### src/include/csw_pkg.sv
// constants, types and helpers for the clock switch and power mode block
// assumes a single system clock; fuses are static levels
package csw_pkg;
   // ==========================================
   // clock source codes
   localparam logic [2:0] SRC_FRC = 3'h0;
   localparam logic [2:0] SRC_FRC_PLL = 3'h1;
   localparam logic [2:0] SRC_PRI = 3'h2;
   localparam logic [2:0] SRC_PRI_PLL = 3'h3;
   localparam logic [2:0] SRC_LP = 3'h4;
   localparam logic [2:0] SRC_SLOW_INTERNAL_RC = 3'h5;
   localparam logic [1:0] SUBMODE_EC = 2'h0;
   // ==========================================
   // unlock keys, values arbitrary
   localparam logic [7:0] KEY_HI_A = 8'h3c;
   localparam logic [7:0] KEY_HI_B = 8'hc3;
   localparam logic [7:0] KEY_LO_A = 8'h69;
   localparam logic [7:0] KEY_LO_B = 8'h96;
   // ==========================================
   // control word field positions and reset values
   localparam int REQ_BIT = 0;
   localparam int CF_BIT = 3;
   localparam int LOCK_BIT = 5;
   localparam int NEXT_LSB = 8;
   localparam int CUR_LSB = 12;
   localparam logic [2:0] NEXT_RESET = 3'h0;
   // ==========================================
   // counts
   localparam logic [3:0] SETTLE_TICKS = 4'ha;
   localparam logic [1:0] RESUME_CYCLES = 2'h2;
   // ==========================================
   // state types
   typedef enum logic [2:0] {SW_IDLE = 3'h0, SW_CHECK = 3'h1, SW_WAIT = 3'h3,
      SW_COUNT = 3'h2, SW_DONE = 3'h6} csw_sw_state_type;
   typedef enum logic [2:0] {PM_RUN = 3'h0, PM_ENTER = 3'h1, PM_SLEEP = 3'h3,
      PM_IDLE = 3'h2, PM_WAKE = 3'h6} csw_pm_state_type;
   typedef enum logic [2:0] {UL_NONE = 3'h0, UL_HI1 = 3'h1, UL_HI_OPEN = 3'h3,
      UL_LO1 = 3'h2, UL_LO_OPEN = 3'h6} csw_unlock_type;
   // ==========================================
   // source helpers
   function automatic logic is_pll(input logic [2:0] s);
      return (s == SRC_FRC_PLL) || (s == SRC_PRI_PLL);
   endfunction
   function automatic logic is_frc(input logic [2:0] s);
      return (s == SRC_FRC) || (s == SRC_FRC_PLL);
   endfunction
   function automatic logic is_pri(input logic [2:0] s);
      return (s == SRC_PRI) || (s == SRC_PRI_PLL);
   endfunction
endpackage

### src/hw/csw_clock_control.sv
// clock source switching, fail-safe fallback and sleep / idle control
// assumes all inputs synchronous to mclk_in; new_clk_tick_in pulses once per new clock cycle
`timescale 1ns/1ps
//
// Function
// [RULE1] switching and fail-safe monitor only when switch fuse is 0
// [RULE2] switching disabled: next field ignored, current shows reset fuse source
// [RULE3] switching disabled: request bit ignored and reads zero
// [RULE4] software unlocks each byte before writing, then sets request
// [RULE5] two key writes open one write; any other access closes it
// [RULE6] request with next equal to current clears request, no switch
// [RULE7] valid switch start clears lock and failure flags; lock stays set here if the running pll is locked
// [RULE8] enable new source; wait startup timer for crystal, lock for pll
// [RULE9] wait ten new-clock cycles before changing over
// [RULE10] on completion clear request and copy next into current
// [RULE11] old source off, except slow rc for watchdog/monitor, kept crystal
// [RULE12] software avoids direct pll-to-pll switches between primary and fast rc
// [RULE13] monitor enabled keeps slow rc running except in sleep
// [RULE14] monitored failure raises trap and falls back to fast rc
// [RULE15] fallback keeps pll when pll was in use
// [RULE16] sleep operand stops clocks; idle operand halts only the cpu
// [RULE17] sleep shuts sources, monitor and system-clocked peripherals
// [RULE18] watchdog cleared before sleep; slow rc runs in sleep if watchdog on
// [RULE19] wake on enabled interrupt, reset or watchdog time-out
// [RULE20] sleep wake resumes on the same source
// [RULE21] idle clears watchdog, keeps system clock and needed slow rc
// [RULE22] idle wake resumes the cpu two cycles later
// [RULE23] interrupt during power-save entry is held, then wakes at once
module csw_clock_control (
   input wire logic mclk_in,
   input wire logic srst_in,
   input wire logic switch_enable_fuse_in,
   input wire logic [2:0] reset_source_fuse_in,
   input wire logic monitor_enable_fuse_in,
   input wire logic [1:0] primary_submode_fuse_in,
   input wire logic watchdog_enable_in,
   input wire logic low_power_crystal_keep_in,
   input wire logic key_wr_in,
   input wire logic byte_wr_in,
   input wire logic byte_high_in,
   input wire logic [7:0] wr_data_in,
   input wire logic startup_timer_done_in,
   input wire logic pll_lock_in,
   input wire logic new_clk_tick_in,
   input wire logic osc_fail_in,
   input wire logic power_save_instr_in,
   input wire logic power_save_sleep_in,
   input wire logic irq_in,
   input wire logic watchdog_timeout_in,
   output logic [15:0] osc_control_out,
   output logic [2:0] sys_clk_sel_out,
   output logic sys_clk_en_out,
   output logic periph_clk_en_out,
   output logic cpu_halt_out,
   output logic cpu_resume_out,
   output logic watchdog_clear_out,
   output logic clock_fail_trap_out,
   output logic fast_rc_en_out,
   output logic slow_rc_en_out,
   output logic primary_en_out,
   output logic low_power_crystal_en_out,
   output logic pll_en_out
);
   // ==========================================
   // state
   csw_pkg::csw_sw_state_type sw_reg, sw_next;
   csw_pkg::csw_pm_state_type pm_reg, pm_next;
   csw_pkg::csw_unlock_type ul_reg, ul_next;
   logic [2:0] cur_reg, cur_next;
   logic [2:0] next_reg, next_next;
   logic req_reg, req_next;
   logic cf_reg, cf_next;
   logic lock_reg, lock_next;
   logic [3:0] settle_reg, settle_next;
   logic [1:0] resume_reg, resume_next;
   logic trap_reg, trap_next;
   logic wdclr_reg, wdclr_next;
   logic resume_out_reg, resume_out_next;

   // ==========================================
   // decode
   wire sw_allow = !switch_enable_fuse_in; // [RULE1]
   wire fail_safe_monitor_en = sw_allow && monitor_enable_fuse_in; // [RULE1]
   wire sleeping = (pm_reg == csw_pkg::PM_SLEEP);
   wire fail_safe_monitor_active = fail_safe_monitor_en && !sleeping; // [RULE17]
   wire [2:0] cur_src = sw_allow ? cur_reg : reset_source_fuse_in; // [RULE2]
   wire busy = (sw_reg != csw_pkg::SW_IDLE);
   wire target_on = busy && (sw_reg != csw_pkg::SW_CHECK);
   wire next_crystal = (next_reg == csw_pkg::SRC_LP) ||
      (csw_pkg::is_pri(next_reg) && primary_submode_fuse_in != csw_pkg::SUBMODE_EC);
   wire ready = (!next_crystal || startup_timer_done_in) && // [RULE8]
      (!csw_pkg::is_pll(next_reg) || lock_reg); // [RULE8]
   wire fail_hit = fail_safe_monitor_active && osc_fail_in && !csw_pkg::is_frc(cur_src); // [RULE14]
   wire hi_write = byte_wr_in && byte_high_in && (ul_reg == csw_pkg::UL_HI_OPEN); // [RULE5]
   wire lo_write = byte_wr_in && !byte_high_in && (ul_reg == csw_pkg::UL_LO_OPEN); // [RULE5]
   wire req_set = sw_allow && lo_write && wr_data_in[csw_pkg::REQ_BIT]; // [RULE3]
   wire wake_evt = irq_in || watchdog_timeout_in; // [RULE19]
   wire frc_want = csw_pkg::is_frc(cur_src) || (target_on && csw_pkg::is_frc(next_reg));
   wire pri_want = csw_pkg::is_pri(cur_src) || (target_on && csw_pkg::is_pri(next_reg));
   wire pll_want = csw_pkg::is_pll(cur_src) || (target_on && csw_pkg::is_pll(next_reg));
   wire lp_src = (cur_src == csw_pkg::SRC_LP) ||
      (target_on && next_reg == csw_pkg::SRC_LP);
   wire slow_internal_rc_src = (cur_src == csw_pkg::SRC_SLOW_INTERNAL_RC) ||
      (target_on && next_reg == csw_pkg::SRC_SLOW_INTERNAL_RC);

   // ==========================================
   // unlock keys
   always_comb
   begin
      ul_next = csw_pkg::UL_NONE; // [RULE5]
      if (key_wr_in)
      begin
         if (wr_data_in == csw_pkg::KEY_HI_A)
            ul_next = csw_pkg::UL_HI1;
         else if (wr_data_in == csw_pkg::KEY_LO_A)
            ul_next = csw_pkg::UL_LO1;
         else if (ul_reg == csw_pkg::UL_HI1 && wr_data_in == csw_pkg::KEY_HI_B)
            ul_next = csw_pkg::UL_HI_OPEN;
         else if (ul_reg == csw_pkg::UL_LO1 && wr_data_in == csw_pkg::KEY_LO_B)
            ul_next = csw_pkg::UL_LO_OPEN;
      end
      else if (!byte_wr_in)
         ul_next = ul_reg;
   end

   // ==========================================
   // switch sequencer
   always_comb
   begin
      sw_next = sw_reg;
      cur_next = cur_reg;
      next_next = hi_write ? wr_data_in[2:0] : next_reg;
      req_next = req_reg || req_set;
      cf_next = cf_reg;
      lock_next = lock_reg || (pll_lock_in && pll_en_out);
      settle_next = settle_reg;
      trap_next = 1'b0;
      if (!sleeping)
      begin
         unique case (sw_reg)
            csw_pkg::SW_IDLE:
               if (req_reg)
                  sw_next = csw_pkg::SW_CHECK;
            csw_pkg::SW_CHECK:
               if (next_reg == cur_reg)
               begin
                  req_next = req_set; // [RULE6]
                  sw_next = csw_pkg::SW_IDLE;
               end
               else
               begin
                  cf_next = 1'b0; // [RULE7]
                  lock_next = pll_lock_in && pll_en_out; // [RULE7]
                  sw_next = csw_pkg::SW_WAIT;
               end
            csw_pkg::SW_WAIT:
               if (ready)
               begin
                  settle_next = 4'h0;
                  sw_next = csw_pkg::SW_COUNT;
               end
            csw_pkg::SW_COUNT:
            begin
               // ticks are counted in the new clock, not ours
               if (new_clk_tick_in)
                  settle_next = settle_reg + 4'h1; // [RULE9]
               if (new_clk_tick_in && settle_reg == csw_pkg::SETTLE_TICKS - 4'h1)
                  sw_next = csw_pkg::SW_DONE; // [RULE9]
            end
            csw_pkg::SW_DONE:
            begin
               cur_next = next_reg; // [RULE10]
               req_next = req_set; // [RULE10]
               sw_next = csw_pkg::SW_IDLE;
            end
            default:
               sw_next = csw_pkg::SW_IDLE;
         endcase
      end
      if (fail_hit)
      begin
         // failure aborts any switch in progress
         trap_next = 1'b1; // [RULE14]
         cf_next = 1'b1; // [RULE14]
         req_next = 1'b0;
         sw_next = csw_pkg::SW_IDLE;
         cur_next = csw_pkg::is_pll(cur_src) ? csw_pkg::SRC_FRC_PLL : csw_pkg::SRC_FRC; // [RULE15]
      end
      if (!sw_allow)
         req_next = 1'b0; // [RULE3]
   end

   // ==========================================
   // power modes
   always_comb
   begin
      pm_next = pm_reg;
      resume_next = resume_reg;
      wdclr_next = 1'b0;
      resume_out_next = 1'b0;
      unique case (pm_reg)
         csw_pkg::PM_RUN:
            if (power_save_instr_in)
            begin
               wdclr_next = watchdog_enable_in; // [RULE18]
               pm_next = csw_pkg::PM_ENTER; // [RULE16]
            end
         // wake events ignored here so entry always completes first
         csw_pkg::PM_ENTER:
            pm_next = power_save_sleep_in ? csw_pkg::PM_SLEEP : csw_pkg::PM_IDLE; // [RULE23]
         csw_pkg::PM_SLEEP,
         csw_pkg::PM_IDLE:
            if (wake_evt)
            begin
               resume_next = 2'h0;
               pm_next = csw_pkg::PM_WAKE; // [RULE19]
            end
         csw_pkg::PM_WAKE:
         begin
            resume_next = resume_reg + 2'h1; // [RULE22]
            if (resume_reg == csw_pkg::RESUME_CYCLES - 2'h1)
            begin
               resume_out_next = 1'b1;
               pm_next = csw_pkg::PM_RUN; // [RULE22]
            end
         end
         default:
            pm_next = csw_pkg::PM_RUN;
      endcase
   end

   // ==========================================
   // registers
   always_ff @(posedge mclk_in)
   begin
      if (srst_in)
      begin
         sw_reg <= csw_pkg::SW_IDLE;
         pm_reg <= csw_pkg::PM_RUN; // [RULE19]
         ul_reg <= csw_pkg::UL_NONE;
         cur_reg <= reset_source_fuse_in;
         next_reg <= csw_pkg::NEXT_RESET;
         req_reg <= 1'b0;
         cf_reg <= 1'b0;
         lock_reg <= 1'b0;
         settle_reg <= 4'h0;
         resume_reg <= 2'h0;
         trap_reg <= 1'b0;
         wdclr_reg <= 1'b0;
         resume_out_reg <= 1'b0;
      end
      else
      begin
         sw_reg <= sw_next;
         pm_reg <= pm_next;
         ul_reg <= ul_next;
         cur_reg <= cur_next;
         next_reg <= next_next;
         req_reg <= req_next;
         cf_reg <= cf_next;
         lock_reg <= lock_next;
         settle_reg <= settle_next;
         resume_reg <= resume_next;
         trap_reg <= trap_next;
         wdclr_reg <= wdclr_next;
         resume_out_reg <= resume_out_next;
      end
   end

   // ==========================================
   // outputs
   assign osc_control_out = {1'b0, cur_src, 1'b0, next_reg, 2'h0, lock_reg, 1'b0,
      cf_reg, 2'h0, req_reg};
   assign sys_clk_sel_out = cur_src; // [RULE20]
   assign sys_clk_en_out = !sleeping; // [RULE17]
   assign periph_clk_en_out = !sleeping; // [RULE21]
   assign cpu_halt_out = (pm_reg != csw_pkg::PM_RUN); // [RULE16]
   assign cpu_resume_out = resume_out_reg;
   assign watchdog_clear_out = wdclr_reg;
   assign clock_fail_trap_out = trap_reg;
   assign fast_rc_en_out = !sleeping && frc_want; // [RULE11]
   assign primary_en_out = !sleeping && pri_want; // [RULE11]
   assign pll_en_out = !sleeping && pll_want; // [RULE17]
   // a kept crystal may run through sleep; it draws little and saves restart time
   assign low_power_crystal_en_out = low_power_crystal_keep_in || (!sleeping && lp_src); // [RULE11]
   assign slow_rc_en_out = watchdog_enable_in || fail_safe_monitor_active || (!sleeping && slow_internal_rc_src); // [RULE13]
endmodule

### config.mk
export PLATFORM = sky130hd
export DESIGN_NAME = csw_clock_control
export DESIGN_NICKNAME = d
export VERILOG_FILES = /design/src/include/csw_pkg.sv /design/src/hw/csw_clock_control.sv
export SDC_FILE = /design/constraint.sdc
export NUM_CORES = 1
export LEC_CHECK = 0
export ABC_CLOCK_PERIOD_IN_PS = 2200
export BUFFER_PORTS_ARGS = -buffer_cell sky130_fd_sc_hd__buf_2
export CAP_MARGIN = 10
export CORE_MARGIN = 10
export CORE_UTILIZATION = 35
export CTS_CLUSTER_DIAMETER = 120
export DETAILED_ROUTE_END_ITERATION = 16
export HOLD_SLACK_MARGIN = 0.03
export PLACE_DENSITY = 0.6
export SETUP_SLACK_MARGIN = 0.02
export SLEW_MARGIN = 25
export SYNTH_ARGS = -nofsm -noshare
export SYNTH_HDL_FRONTEND = slang
export SYNTH_SLANG_ARGS = --single-unit
### constraint.sdc
create_clock -name mclk_in -period 2.2 [get_ports mclk_in]
set_input_delay 0.33 -clock mclk_in [delete_from_list [all_inputs] [get_ports mclk_in]]
set_output_delay 0.33 -clock mclk_in [all_outputs]
set_load 0.05 [all_outputs]
After elaboration in Yosys (flattened, before gate mapping)
Cells that the tools add are included.

cells by class
  $add $sub $neg = 2
  equal/unequal tests = 40
  mux-type cells = 39
  bitwise logic cells = 4
  reductions and logical operators = 76

operators with widths
  operator                                        number
  two-way mux 3 bit                               17
  == test 3 x 2 -> 1 bit (second input constant)  10
  logical AND 1 bit                               27
  one-hot mux 3 bit (4 select lines)              2
  == test 3 bit (second input constant)           7
  logical OR 1 bit                                20
  == test 8 bit (second input constant)           2
  != test 2 bit (second input constant)           8
  == test 3 x 1 -> 1 bit (second input constant)  5
  two-way mux 1 bit                               13
  logical NOT 3 bit                               4
  nonzero test 2 bit                              5
  nonzero test 3 bit                              3
  == test 8 x 6 -> 1 bit (second input constant)  1
  == test 8 x 7 -> 1 bit (second input constant)  1
  two-way mux 4 bit                               2
  one-hot mux 4 bit (2 select lines)              1
  AND reduction 4 bit                             2
  logical NOT 1 bit                               6
  AND reduction 3 bit                             2
  OR reduction 2 bit                              3
  OR reduction 3 bit                              2
  adder 4 x 1 -> 4 bit (second input constant)    1
  == test 4 bit (second input constant)           1
  other kinds (11)                                16

storage, ports and cells
  flip-flop bits (word level) = 27
  input port bits = 30
  output and inout bits = 30
  logic and storage cells = 174

Logic depth before layout (Yosys ltp)
  word-level depth = 10
  gate-level depth with buffers = 6
  mapped depth without buffers = 5

Worst setup path after synthesis
No wires, ideal clock.

  path kind = reg-to-output
  start point = reg next_reg[2]
  end point = out slow_rc_en_out
  arrival = 1.983 ns
  required time = 1.870 ns
  setup slack = -0.113 ns
  cell stages (with the launch flop) = 5
  path buffers = 1
  cells stage by stage = dfxtp_1 -> buf_2 -> nor3b_1 -> a222oi_1 -> o21bai_1

on the way
  longest elaborated chain between the ends = 5

ends and longest elaborated chain
  item                    RTL line                  text
  from (decl)             csw_clock_control.sv:70   logic [2:0] next_reg, next_next;
  from (signal assigned)  csw_clock_control.sv:242  next_reg <= csw_pkg::NEXT_RESET;
  from (signal assigned)  csw_clock_control.sv:258  next_reg <= next_next;
  == test 3 bit           csw_clock_control.sv:104  (target_on && next_reg == csw_pkg::SRC_SLOW_INTERNAL_RC);
  logical AND 1 bit       csw_clock_control.sv:104
  logical OR 1 bit        csw_clock_control.sv:103  wire slow_internal_rc_src = (cur_src == csw_pkg::SRC_SLOW_INTERNAL_RC) ||
  logical AND 1 bit       csw_clock_control.sv:286  assign slow_rc_en_out = watchdog_enable_in || fail_safe_monitor_active || (!sleeping && slow_internal_rc_src);
  logical OR 1 bit        csw_clock_control.sv:286
  to (decl)               csw_clock_control.sv:59   output logic slow_rc_en_out,

No other way between the ends.

Worst setup path after layout
  start point = reg cur_reg[2]
  end point = out slow_rc_en_out

on the way
  longest elaborated chain between the ends = 5

ends and longest elaborated chain
  item                    RTL line                  text
  from (decl)             csw_clock_control.sv:69   logic [2:0] cur_reg, cur_next;
  from (signal assigned)  csw_clock_control.sv:241  cur_reg <= reset_source_fuse_in;
  from (signal assigned)  csw_clock_control.sv:257  cur_reg <= cur_next;
  two-way mux 3 bit       csw_clock_control.sv:86   wire [2:0] cur_src = sw_allow ? cur_reg : reset_source_fuse_in;
  == test 3 bit           csw_clock_control.sv:103
  logical OR 1 bit        csw_clock_control.sv:103
  logical AND 1 bit       csw_clock_control.sv:286
  logical OR 1 bit        csw_clock_control.sv:286

No other way between the ends.

==> out/results.tsv <==
stage	metric	value	unit
synthesis	Mapped Cells	217	
floorplanning	Core Region	5070	um^2
cts	Num CTS Buffers	3	
cts	CTS tree	done	
grt	gr usage total	11.6	%
hold_path	Hold Path Sink	watchdog_clear_out$_SDFF_PP0_	
cts	clock root buffer master	clkbuf_8	
detailed_routing	via count	1699	
run	Max-Cap Viols	0	
power	Clk pwr share	26.7	%
hold_path	Min-Delay Path Depth	3	
final_layout	final core occ	41.5	%
grt	largest net degree at the start of global routing	33	
hold_path	Min-Delay Path Class	input pin to register	
placed_design	area post-placement	2060	um^2
power	combinational share of power	25.6	%
detailed_routing	Via-to-Cell Ratio	5.21	
placed_design	hpwl dp	3940	um
cts	CTS max path bufs	2	
floorplanning	die area	8520	um^2
setup_path	Data arrival, critical path	1700	ps
synthesis	unique cell type count in the Yosys netlist	59	
synthesis	Yosys Warn Count	0	
final_layout	Layout Nets	290	
grt	vias in the first global route	1780	
timing	setup TNS	0	ps
synthesis	ys async rst share	0	%
synthesis	Synth Area per Inst	8.43	um^2
synthesis	Post-synth top flop	dfxtp_1	
setup_path	WS Path Type	register to output port	
timing	pins over their slew limit	0	
setup_path	r2r startpoint	pm_reg[2]$_SDFFE_PP0P_	
synthesis	XOR/XNOR share of the synthesized area	1.44	%
final_layout	final instance area	2110	um^2
setup_path	R2R Setup Slk	290	ps
placed_design	pre-CTS setup slack	291	ps
synthesis	Synth area leader	dfxtp_1	
timing	clock skew	7.34	ps
run_status	outcome	finished, final reports clean	
floorplanning	cell row count	26	
final_layout	Syn-to-layout area delta	15.1	%
grt	initial antenna violation count	1	
power	Cell Int Power	720	uW
floorplanning	io pins	60	
detailed_routing	TritonRoute pass-1 iters	4	
timing	period utilization	92.2	%
setup_path	Critical Path End Type	output port	
timing	Final Hold Fails	0	
timing	slew margin rel.	63.3	%
setup_path	FF-to-FF End	cur_reg[1]$_DFFE_PP_	
synthesis	Post-synth EDFFs	3	
synthesis	post-synthesis compound-gate area fraction	16.8	%
detailed_routing	DRC errors left	0	
power	P per Cell Area	525	nW/um^2
timing	# setup viols final	0	
synthesis	synth top area cells	dfxtp_1 (26%), buf_4 (6.2%), edfxtp_1 (4.9%), nor2_1 (4.1%), mux2i_1 (3.8%)	
timing	final setup margin	171	ps
timing	Period minus WS final	2030	ps
setup_path	crit path launch type	register	
synthesis	Syn Std Cell Area	1830	um^2
grt	first-pass GRT wire length	8430	um
grt	total grt overflow	0	
floorplanning	Initial Util	36.0	%
power	switch share	34.8	%
final_layout	n_diodes	0	
detailed_routing	drt first-iter violations	113	
floorplanning	height of the die	92.3	um
power	Sequential Power Share	47.7	%
cts	H-Tree Depth	1	
synthesis	multiplexer area fraction after synthesis	5.06	%
power	Leak Pwr	0.866	nW
detailed_routing	number of antenna-violating nets in the routed design	0	
final_layout	max reg flops	4	
setup_path	Crit Path Max Fanout	5	
timing	setup repair after global routing missed its margin	false	
timing	Fmax achieved	0.493	GHz
detailed_routing	WL final	4920	um
synthesis	register area share after synthesis	31.2	%
floorplanning	die width	92.3	um
setup_path	Worst Path Required	1870	ps
hold_path	min-delay src	watchdog_enable_in	
cts	clock latency on the worst-skew pair	280	ps
synthesis	Post-Synth Simple-Gate Area	31.9	%
setup_path	Reg2Reg Depth	4	
synthesis	Synth Area in Adders	2.05	%
placed_design	Port Buf Inserts	52	
cts	clock transition at the registers of the reported paths	100	ps
detailed_routing	Routed wire per std cell	15.1	um
power	VDD IR max	0.301	mV
cts	Clock Sinks	27	
synthesis	largest family of logic cells by synthesized area	simple AND/OR/NAND/NOR gates	
final_layout	share of cells above drive strength 1	28.1	%
synthesis	register bit total from synthesis	27	
timing	worst slew pin tran	551	ps
placed_design	Final GP Congestion	0.816	
synthesis	Yosys top cell area share	26.3	%
power	Psw	385	uW
[repair_timing]
item,CTS,global route
gates resized for setup,0,1
endpoints found under the hold margin,0,0
hold buffers,0,0
setup endpoints to repair,0,2
setup buffers,0,0
[cell usage after synthesis (all sizes together), types with 2 or more instances]
library cell,count
nor2,20
nand3b,5
or3b,4
inv,10
clkbuf,2
nand3,3
nor4b,2
nor3b,4
mux2,2
nor4,2
buf,24
ha,3
o211ai,2
a21o,2
nor2b,5
or3,4
nand2b,6
a211oi,4
nor4bb,2
nand4b,2
o21a,2
dfxtp,24
nand4bb,3
a21oi,8
mux2i,7
o21ai,8
a22oi,4
nand2,15
a32o,2
xor2,3
edfxtp,3
nor3,10
o311ai,2
nand4,2
[critical path: stages, from the launching register on]
cell and delay [ps]:
edfxtp_1 490, a32o_1 270, a222oi_1 360, o21bai_2 80, buf_2 220
[how the worst max path moves through the flow]
stage | from | endpoint | slack [ps] | cells after the start
2_1_floorplan | next_reg[2]$_SDFFE_PP0P_ | slow_rc_en_out | 170 | 4
3_3_place_gp | pm_reg[2]$_SDFFE_PP0P_ | cur_reg[0]$_DFFE_PP_ | 310 | 4
3_5_place_dp | pm_reg[2]$_SDFFE_PP0P_ | cur_reg[2]$_DFFE_PP_ | 290 | 4
4_1_cts | sw_reg[2]$_SDFFE_PP0P_ | low_power_crystal_en_out | 50 | 5
5_1_grt | cur_reg[1]$_DFFE_PP_ | fast_rc_en_out | 60 | 4
6_report | cur_reg[2]$_DFFE_PP_ | slow_rc_en_out | 170 | 4
[layer usage]
metal,global-route usage (%),vias up,part of all wire [%]
met5,0,-,0.14
met4,3.08,2,1.3
met3,3.79,8,6.6
met1,13.8,794,43
li1,-,846,-
met2,19.8,49,49
[kinds of logic after synthesis]
group                    Yosys count
AO/OA/AOI/OAI                     43
XOR/XNOR                           3
adder cells (fa/ha/maj)            3
buffers and inverters             36
flip-flops                        27
multiplexers                       9
other                              1
AND/OR/NAND/NOR                   95
[cell type report]
cell class / count / area, um^2
timing repair buffer: 55 / 283
fill: 564 / 2970
multi-input combinational: 160 / 1080
sequential: 27 / 572
clock inverter: 1 / 7.51
inverter: 10 / 37.5
clock buffer: 3 / 41.3
tap: 70 / 87.6
[metrics by stage]
stage,std cells,hold WS (ps),power [mW]
detailed placement,322,470,0.823
floorplan,223,446,0.766
CTS,326,291,1.12
finish,326,297,1.10
global placement,322,462,0.822
global route,326,314,1.17
[layout by cell type (no fill, tap or decap), types with 4 or more instances in the layout]
| master | Yosys | final |
|---|---|---|
| buf_2 | 7 | 52 |
| dfxtp_1 | 24 | 23 |
| nor2_1 | 20 | 20 |
| nand2_1 | 15 | 15 |
| nor3_1 | 10 | 10 |
| inv_1 | 9 | 9 |
| mux2i_1 | 7 | 7 |
| a21oi_1 | 7 | 7 |
| conb_1 | 1 | 7 |
| nand2b_1 | 6 | 6 |
| nand3b_1 | 5 | 5 |
| nor2b_1 | 5 | 5 |
| nor3b_1 | 4 | 4 |
| or3_1 | 4 | 4 |
| a22oi_1 | 4 | 4 |
| a211oi_1 | 4 | 4 |
| o21ai_0 | 4 | 4 |
[power by group through the flow]
stage,logic (mW),registers [mW],clock network [mW]
3_3_place_gp,0.284,0.539,0
2_1_floorplan,0.231,0.535,0
4_1_cts,0.285,0.528,0.309
5_1_grt,0.304,0.531,0.334
3_5_place_dp,0.284,0.539,0
6_report,0.282,0.528,0.295
Power figures use the tool's default switching activity.
